==> src/shared/ardl_pkg.sv <==
package ardl_pkg;

  // register byte offsets on the avalon slave
  localparam logic [3:0] ARDL_OFF_CTRL   = 4'h0;
  localparam logic [3:0] ARDL_OFF_STATUS = 4'h4;
  localparam logic [3:0] ARDL_OFF_ISTAT  = 4'h8;
  localparam logic [3:0] ARDL_OFF_IMASK  = 4'hC;
  localparam int         ARDL_AW         = 5;
  localparam logic [4:0] ARDL_OFF_THR    = 5'h10;

  // control register fields
  localparam int ARDL_CTRL_MAIN_STD  = 0;
  localparam int ARDL_CTRL_EMODE_LSB = 1;
  localparam int ARDL_CTRL_ACK_EN    = 3;
  localparam int ARDL_CTRL_CORR_EN   = 4;
  localparam int ARDL_CTRL_TEST      = 5;

  // early warning relay modes
  typedef enum logic [1:0] {
    EM_FAIL_SAFE = 2'b00,
    EM_STANDARD  = 2'b01,
    EM_MIRROR    = 2'b10
  } ardl_emode_e;

  // reset values: fail safe polarity, acknowledge enabled, corrected signal off
  localparam logic        ARDL_MAIN_STD_RST = 1'b0;
  localparam ardl_emode_e ARDL_EMODE_RST    = EM_FAIL_SAFE;
  localparam logic        ARDL_ACK_EN_RST   = 1'b1;
  localparam logic        ARDL_CORR_EN_RST  = 1'b0;
  localparam logic [15:0] ARDL_ALM_THR_RST  = 16'h0001;
  localparam logic [15:0] ARDL_PRE_THR_RST  = 16'h0000;  // zero means off
  localparam logic [3:0]  ARDL_IMASK_RST    = 4'h0;

  // hysteresis: clear above 6/5 of threshold
  localparam logic [18:0] ARDL_HYS_NUM = 19'h0_0006;
  localparam logic [18:0] ARDL_HYS_DEN = 19'h0_0005;

  // interrupt status bit positions
  localparam int ARDL_EV_ALARM = 0;
  localparam int ARDL_EV_PREV  = 1;
  localparam int ARDL_EV_CORR  = 2;
  localparam int ARDL_EV_INOP  = 3;

  // timing: millisecond timebase and a 3 s toggle
  localparam int ARDL_CLK_PERIOD_NS = 4;
  localparam int ARDL_TICK_NS       = 1000000;
  localparam int ARDL_TICK_CYCLES   = ARDL_TICK_NS / ARDL_CLK_PERIOD_NS;
  localparam int ARDL_TOGGLE_MS     = 3000;

  // insulation condition carried as one group
  typedef struct packed {
    logic inop;
    logic special;
    logic fault;
    logic prev;
  } ardl_cond_s;

endpackage : ardl_pkg

==> src/hdl/ardl_top.sv <==
// Added by the designer: the placing of the registers and register access over Avalon-MM.
`timescale 1ns/10ps
// Function
// - The main relay polarity is fail safe or standard, fail safe after reset.
// - In fail safe polarity the main relay is energized with no fault and while injection is inhibited.
// - In fail safe polarity a preventive fault, special status or inoperative state de-energizes the main relay, and a fault does unless injection is inhibited.
// - In fail safe polarity an inhibited injection with a preventive fault present de-energizes the main relay.
// - A fault that was detected, acknowledged and then cleared toggles the main relay for 3 s in either polarity.
// - A relay self-test request toggles the main relay for 3 s.
// - In standard polarity any fault condition or inhibited injection energizes the main relay.
// - In standard polarity the main relay drops with no fault, or when a fault is acknowledged with acknowledge enabled.
// - The early warning relay mode is standard, fail safe or mirror, fail safe after reset.
// - In fail safe mode the early relay is energized only while no fault condition exists.
// - A relay self-test request toggles the early relay for 3 s in fail safe and standard modes.
// - In standard mode the early relay is energized on any fault condition and dropped otherwise.
// - In mirror mode the early relay copies the main relay while the device works.
// - In mirror mode an inoperative device drives the early relay opposite to the main relay.
// - An alarm rises below its threshold and clears only above 1.2 times that threshold.
module ardl_top #(
  parameter int TICK_CYCLES  = ardl_pkg::ARDL_TICK_CYCLES,
  parameter int TOGGLE_TICKS = ardl_pkg::ARDL_TOGGLE_MS
) (
  // clock and reset
  input  wire logic               ref_clk_i,
  input  wire logic               rst_n_i,
  // avalon-mm slave
  input  wire logic [ardl_pkg::ARDL_AW-1:0] avs_address_i,
  input  wire logic               avs_read_i,
  input  wire logic               avs_write_i,
  input  wire logic [31:0]        avs_writedata_i,
  output logic      [31:0]        avs_readdata_o,
  output logic                    avs_waitrequest_o,
  // insulation measurement and status
  input  wire logic [15:0]        meas_i,
  input  wire logic               meas_valid_i,
  input  wire logic               special_i,
  input  wire logic               inoperative_i,
  input  wire logic               inhibit_i,
  input  wire logic               ack_i,
  // relay coils and interrupt
  output logic                    main_relay_o,
  output logic                    early_relay_o,
  output logic                    irq_o
);
  import ardl_pkg::*;

  logic        busy_q;
  logic [31:0] rdata_q;
  logic        main_std_q, ack_en_q, corr_en_q;
  ardl_emode_e emode_q;
  logic [15:0] alm_thr_q, pre_thr_q;
  logic [3:0]  istat_q, imask_q;
  logic        alarm_q, prev_q, acked_q, inop_q;
  logic [31:0] tick_cnt_q;
  logic        tick;
  logic        main_q, early_q;

  // bus handshake: every access answers on its second cycle
  wire logic acc      = avs_read_i | avs_write_i;
  wire logic done     = acc & busy_q;
  wire logic wr_done  = done & avs_write_i;
  assign avs_waitrequest_o = acc & ~busy_q;
  assign avs_readdata_o    = rdata_q;

  wire logic sel_ctrl  = avs_address_i == {1'b0, ARDL_OFF_CTRL};
  wire logic sel_stat  = avs_address_i == {1'b0, ARDL_OFF_STATUS};
  wire logic sel_istat = avs_address_i == {1'b0, ARDL_OFF_ISTAT};
  wire logic sel_imask = avs_address_i == {1'b0, ARDL_OFF_IMASK};
  wire logic sel_thr   = avs_address_i == ARDL_OFF_THR;

  // relay self-test is a write-one pulse, never stored
  wire logic test_req = wr_done & sel_ctrl & avs_writedata_i[ARDL_CTRL_TEST];

  // hysteresis compare without division: meas*5 > thr*6
  wire logic [18:0] meas5  = {3'b000, meas_i} * ARDL_HYS_DEN;
  wire logic [18:0] alm6   = {3'b000, alm_thr_q} * ARDL_HYS_NUM;
  wire logic [18:0] pre6   = {3'b000, pre_thr_q} * ARDL_HYS_NUM;
  wire logic alm_set  = meas_valid_i & (meas_i < alm_thr_q);
  wire logic alm_clr  = meas_valid_i & (meas5 > alm6);
  wire logic pre_set  = meas_valid_i & (meas_i < pre_thr_q);
  wire logic pre_clr  = meas_valid_i & (meas5 > pre6);

  ardl_cond_s cond;
  assign cond = '{inop: inoperative_i, special: special_i, fault: alarm_q, prev: prev_q};
  wire logic any_cond = |cond;

  // corrected fault: acknowledged alarm leaving on its clear threshold
  wire logic corr_start = alarm_q & alm_clr & acked_q & ack_en_q & corr_en_q;
  wire logic inop_rise  = inoperative_i & ~inop_q;

  // commanded main relay state before any toggle
  wire logic fs_main  = ~any_cond | (inhibit_i & ~prev_q & ~special_i & ~inoperative_i);
  wire logic ack_drop = alarm_q & acked_q & ack_en_q;
  wire logic std_main = (any_cond | inhibit_i) & ~ack_drop;
  wire logic main_cmd = main_std_q ? std_main : fs_main;

  // early relay commanded state per mode
  logic early_cmd;
  wire logic [1:0] tog_act;
  wire logic main_out = main_cmd ^ tog_act[0];
  always_comb begin
    unique case (emode_q)
      EM_STANDARD: early_cmd = any_cond ^ tog_act[1];
      EM_MIRROR:   early_cmd = inoperative_i ? ~main_out : main_out;
      default:     early_cmd = ~any_cond ^ tog_act[1];
    endcase
  end

  // bus handshake and read data capture
  always_ff @(posedge ref_clk_i or negedge rst_n_i) begin
    if (!rst_n_i) begin
      busy_q  <= 1'b0;
      rdata_q <= 32'h0000_0000;
    end else begin
      busy_q <= acc & ~busy_q;
      if (avs_read_i & ~busy_q) begin
        rdata_q <= sel_ctrl  ? {26'h000_0000, 1'b0, corr_en_q, ack_en_q, emode_q, main_std_q}
                 : sel_stat  ? {24'h00_0000, tog_act, inhibit_i, |cond, cond}
                 : sel_istat ? {28'h000_0000, istat_q}
                 : sel_imask ? {28'h000_0000, imask_q}
                 : sel_thr   ? {pre_thr_q, alm_thr_q}
                 : 32'h0000_0000;
      end
    end
  end

  // configuration registers
  always_ff @(posedge ref_clk_i or negedge rst_n_i) begin
    if (!rst_n_i) begin
      main_std_q <= ARDL_MAIN_STD_RST;
      emode_q    <= ARDL_EMODE_RST;
      ack_en_q   <= ARDL_ACK_EN_RST;
      corr_en_q  <= ARDL_CORR_EN_RST;
      alm_thr_q  <= ARDL_ALM_THR_RST;
      pre_thr_q  <= ARDL_PRE_THR_RST;
      imask_q    <= ARDL_IMASK_RST;
    end else if (wr_done) begin
      if (sel_ctrl) begin
        main_std_q <= avs_writedata_i[ARDL_CTRL_MAIN_STD];
        emode_q    <= ardl_emode_e'(avs_writedata_i[ARDL_CTRL_EMODE_LSB +: 2]);
        ack_en_q   <= avs_writedata_i[ARDL_CTRL_ACK_EN];
        corr_en_q  <= avs_writedata_i[ARDL_CTRL_CORR_EN];
      end
      if (sel_thr) begin
        alm_thr_q <= avs_writedata_i[15:0];
        pre_thr_q <= avs_writedata_i[31:16];
      end
      if (sel_imask) imask_q <= avs_writedata_i[3:0];
    end
  end

  // alarm latches with hysteresis; acknowledge only counts during an alarm
  always_ff @(posedge ref_clk_i or negedge rst_n_i) begin
    if (!rst_n_i) begin
      alarm_q <= 1'b0;
      prev_q  <= 1'b0;
      acked_q <= 1'b0;
      inop_q  <= 1'b0;
    end else begin
      inop_q <= inoperative_i;
      if (alm_set) alarm_q <= 1'b1;
      else if (alm_clr) alarm_q <= 1'b0;
      if (pre_set) prev_q <= 1'b1;
      else if (pre_clr) prev_q <= 1'b0;
      if (alarm_q & alm_clr & ~alm_set) acked_q <= 1'b0;
      else if (ack_i & alarm_q) acked_q <= 1'b1;
    end
  end

  // sticky events: a set in the clearing cycle wins
  wire logic [3:0] ev = {inop_rise, corr_start, pre_set & ~prev_q, alm_set & ~alarm_q};
  wire logic [3:0] w1c = (wr_done & sel_istat) ? avs_writedata_i[3:0] : 4'h0;
  always_ff @(posedge ref_clk_i or negedge rst_n_i) begin
    if (!rst_n_i) istat_q <= 4'h0;
    else          istat_q <= (istat_q & ~w1c) | ev;
  end
  assign irq_o = |(istat_q & imask_q);

  // millisecond timebase; slow rates run as enables, not clocks
  always_ff @(posedge ref_clk_i or negedge rst_n_i) begin
    if (!rst_n_i)  tick_cnt_q <= 32'h0000_0000;
    else if (tick) tick_cnt_q <= 32'h0000_0000;
    else           tick_cnt_q <= tick_cnt_q + 32'h0000_0001;
  end
  assign tick = tick_cnt_q == 32'(TICK_CYCLES - 1);

  // one toggle timer per relay: index 0 main, 1 early
  wire logic [1:0] tog_start = {test_req, test_req | corr_start};
  for (genvar g = 0; g < 2; g++) begin : g_tog
    logic [15:0] left_q;
    always_ff @(posedge ref_clk_i or negedge rst_n_i) begin
      if (!rst_n_i)          left_q <= 16'h0000;
      else if (tog_start[g]) left_q <= 16'(TOGGLE_TICKS);
      else if (tick && left_q != 16'h0000) left_q <= left_q - 16'h0001;
    end
    assign tog_act[g] = left_q != 16'h0000;
  end

  // coils come from flip-flops, so no glitch reaches the relay drivers
  always_ff @(posedge ref_clk_i or negedge rst_n_i) begin
    if (!rst_n_i) begin
      main_q  <= 1'b0;
      early_q <= 1'b0;
    end else begin
      main_q  <= main_out;
      early_q <= early_cmd;
    end
  end
  assign main_relay_o  = main_q;
  assign early_relay_o = early_q;
endmodule : ardl_top

==> config.mk <==
export PLATFORM = sky130hd
export DESIGN_NAME = ardl_top
export DESIGN_NICKNAME = d
export VERILOG_FILES = /design/src/shared/ardl_pkg.sv /design/src/hdl/ardl_top.sv
export SDC_FILE = /design/constraint.sdc
export NUM_CORES = 1
export LEC_CHECK = 0
export BUFFER_PORTS_ARGS = -buffer_cell sky130_fd_sc_hd__buf_2
export CAP_MARGIN = 15
export CORE_ASPECT_RATIO = 1.4
export CORE_MARGIN = 1
export CORE_UTILIZATION = 60
export CTS_CLUSTER_SIZE = 40
export DETAILED_ROUTE_END_ITERATION = 8
export HOLD_SLACK_MARGIN = 0.1
export PLACE_DENSITY = 0.86
export SLEW_MARGIN = 20
export SYNTH_ARGS = -nofsm -noshare
export SYNTH_HDL_FRONTEND = slang
export SYNTH_SLANG_ARGS = --single-unit
export TNS_END_PERCENT = 100
==> constraint.sdc <==
create_clock -name ref_clk_i -period 5.25 [get_ports ref_clk_i]
set_input_delay 0.7875 -clock ref_clk_i [delete_from_list [all_inputs] [get_ports ref_clk_i]]
set_output_delay 0.7875 -clock ref_clk_i [all_outputs]
set_load 0.02 [all_outputs]
==> metrics.txt <==
actual slew at the worst max-slew pin=1004 ps; clock sink count=148; gpl congestion=0.8779; Syn Inst Count=approximately 1.1k; sequential area share after synthesis=0.3658; Unique masters post-synth=75; num rows=55; clock root cell=clkbuf_16; CP max FO=8; Num CTS Buffers=17; first-pass GRT wire length=between 40 and 50 mm; unrepaired setup endpoints after global routing=false; dpl cell area=0.01083 mm^2; Die Y=155.8 um; htree depth=4; Mapped Area=a little over 0.01 mm^2; pwr dens=389.4 mW/mm^2; Port Buf Inserts=97; remaining antenna violation count after routing=0; critical path class=primary input to flip-flop; status=finished, violations left; Initial Util=0.6212; first-pass iteration count of the detailed router=7; Tmin final=4830 ps; Final period util=0.9200; Antenna diodes=0; clock slew at reported path FFs=60 ps; setup repair bufs after CTS=0; max-cap viol count=0; Syn Nets=1,281; CP dominant cell by count=ha_1; routed wire length=between 20 and 30 mm; failing checks=DRC; Residual DRC=7; Post-synth EDFFs=0; most frequent cells in the layout=dfrtp_1 (146), nand2_1 (129), ha_1 (127); Total GRT Usage=0.3035; GRT Residual Overflow=0; vias in the first global route=a little under 9k; Max rail drop VDD=0.2614 mV; final net count=1,379; WP data required=5530 ps; CP cell instances=buf_2, ha_1, ha_1, inv_1, fa_1, nor2b_1, o21ai_0, a21boi_1, o211ai_1, a211oi_2, o311ai_0, a21boi_0, ha_1, nand4_1, nor4bb_1, nand4_1, o31ai_2, buf_4, a211o_1, nand3_1; Die ar.=0.01742 mm^2; # IOs=98; max-slew violations=0; Rel. slew slack=0.3249; initial antenna violation count=0; vias=8,497; TritonCTS clock tree=done; pin count of the biggest net entering global routing=103; Arrival @ worst endpoint=5110 ps; ys flop type=dfrtp_1; final setup vio count=0; slowest CP cell=o311ai_0; crit path launch type=primary input; Fin. Hold Viols=0; deepest clock path buffer count=2; Initial DRC Count=a little over 500; vias per cell=6.074; # fillers=1,251; LEAKAGE=about 5.4 nW; Synth async-reset ratio=1.000; Layout area overhead=13.25%; layout cells sized above 1=0.1467; commonest non-fill, non-tap cell in the layout=dfrtp_1; delay-heaviest family, CP=compound AO/OA/AOI/OAI gates; hold slack=a little under 400 ps; Max Clk Rate=207.0 MHz; Mean Syn Cell Area=9.303 um^2; detailed-placement wirelength estimate=18.81 mm; Hold Crit Class=primary input to async pin; core box area=0.01631 mm^2; clock skew=about 8.4 ps; Skew-Pair Late Insertion Delay=between 400 and 500 ps; synth warn=0; routed len/inst=approximately 18 um; nature of the critical path endpoint=flip-flop; die width=111.8 um; CP max stage delay=570 ps; Yosys reg bits=148; Buf+Inv Stages, Crit Path=3; cell area after layout=0.01147 mm^2
[path summary, 6_finish.rpt]
| kind | start | endpoint | slack, ps | depth (start not counted) |
|---|---|---|---|---|
| max in group asynchronous | rst_n_i | g_tog[1].left_q[7] | 3570 | 2 |
| worst min register to register | inop_q | istat_q[3] | 430 | 1 |
| worst max-delay path | meas_i[1] | g_tog[0].left_q[4] | 420 | 20 |
| worst min-delay path | rst_n_i | pre_thr_q[13] | 400 | 1 |
| min in group ref_clk_i | inop_q | istat_q[3] | 430 | 1 |
| worst max register to register | alm_thr_q[1] | g_tog[0].left_q[4] | 780 | 18 |
[flip-flops by register name (all words and copies together), names as in the netlist]
name,count
ack_en_q,1
acked_q,1
alarm_q,1
alm_thr_q,16
avs_readdata_o,32
busy_q,1
corr_en_q,1
early_relay_o,1
emode_q,2
g_tog.left_q,32
imask_q,4
inop_q,1
istat_q,4
main_relay_o,1
main_std_q,1
pre_thr_q,16
prev_q,1
tick_cnt_q,32
[metrics by stage]
step           power [W]  utilization  worst slack, ps  cells  TNS, ps
6_report        0.004468       0.7035            419.8   1399        0
5_1_grt         0.004780       0.7035            29.78   1399        0
4_1_cts         0.004472       0.7022            201.7   1399        0
3_5_place_dp    0.003161       0.6641           -194.0   1367    -1701
3_3_place_gp    0.003099       0.6641           -80.84   1367   -668.6
2_1_floorplan   0.002691            -            472.6   1089        0
[per-layer routing]
| layer | global-route usage | routed length, um | vias to the layer above | share of wire |
|---|---|---|---|---|
| met5 | 0 | 0 | - | 0 |
| met4 | 0.1847 | 1340 | 0 | 0.053 |
| met3 | 0.05361 | 1008 | 81 | 0.040 |
| met2 | 0.5484 | 13020 | 217 | 0.52 |
| met1 | 0.3299 | 9723 | 4089 | 0.39 |
| li1 | - | - | 4110 | - |
[cells in the mapped netlist (all sizes together) (4+ instances only)]
| cell type | instances | area, um^2 |
|---|---|---|
| a31oi | 6 | 37.54 |
| nand2b | 13 | 81.33 |
| xor2 | 36 | 315.3 |
| nor2b | 11 | 68.82 |
| clkbuf | 18 | 67.56 |
| a2111oi | 4 | 53.81 |
| o21ai | 93 | 465.5 |
| a222oi | 4 | 40.04 |
| nor4b | 6 | 80.08 |
| a21oi | 53 | 265.3 |
| mux2 | 12 | 135.1 |
| nor3 | 29 | 165.2 |
| nor4 | 12 | 96.34 |
| and3 | 13 | 81.33 |
| a21o | 28 | 210.2 |
| a22o | 5 | 43.79 |
| o31ai | 4 | 35.03 |
| buf | 5 | 21.27 |
| nor2 | 62 | 232.7 |
| nand4 | 15 | 93.84 |
| nand3 | 41 | 215.2 |
| a221oi | 4 | 35.03 |
| and2 | 8 | 50.05 |
| xnor2 | 58 | 508.0 |
| or3 | 5 | 31.28 |
| nand2 | 130 | 490.5 |
| a22oi | 4 | 30.03 |
| a211oi | 8 | 77.57 |
| inv | 64 | 240.2 |
| dfrtp | 146 | 3654 |
| o211ai | 6 | 45.04 |
| and4 | 5 | 43.79 |
| ha | 127 | 1589 |
| o21bai | 6 | 45.04 |
[final cells by class]
cell class / count / area [um^2] / area share
multi-input cells: 854 / 6127 / 0.5340
flip-flops and latches: 148 / 3706 / 0.3230
repair buffers: 102 / 529.3 / 0.04613
clock buffers: 19 / 452.9 / 0.03948
well taps: 199 / 249.0 / 0.02170
inverters: 64 / 240.2 / 0.02094
clock inverters: 13 / 168.9 / 0.01472
[timing repair]
action / 4_1_cts / 5_1_grt
hold endpoints to repair: 0 / 0
resized for setup: 0 / 3
setup endpoints to repair: 0 / 19
hold buffers: 0 / 0
[cell families after synthesis]
| group | synth area share |
|---|---|
| mux | 0.01433 |
| fa+ha+maj | 0.1638 |
| buf+inv | 0.03248 |
| xor+xnor | 0.08126 |
| simple gates | 0.1824 |
| flops | 0.3658 |
| compound gates | 0.1599 |
[where the power goes]
group	switching, W	leakage [nW]	total, W	internal [W]
registers	0.000157	1.74	0.00142	0.00126
logic	0.000990	3.32	0.00176	0.000773
clock network	0.000504	0.310	0.00128	0.000780
total	0.00165	5.37	0.00447	0.00282
No activity file was read; power rests on OpenSTA's default activity.
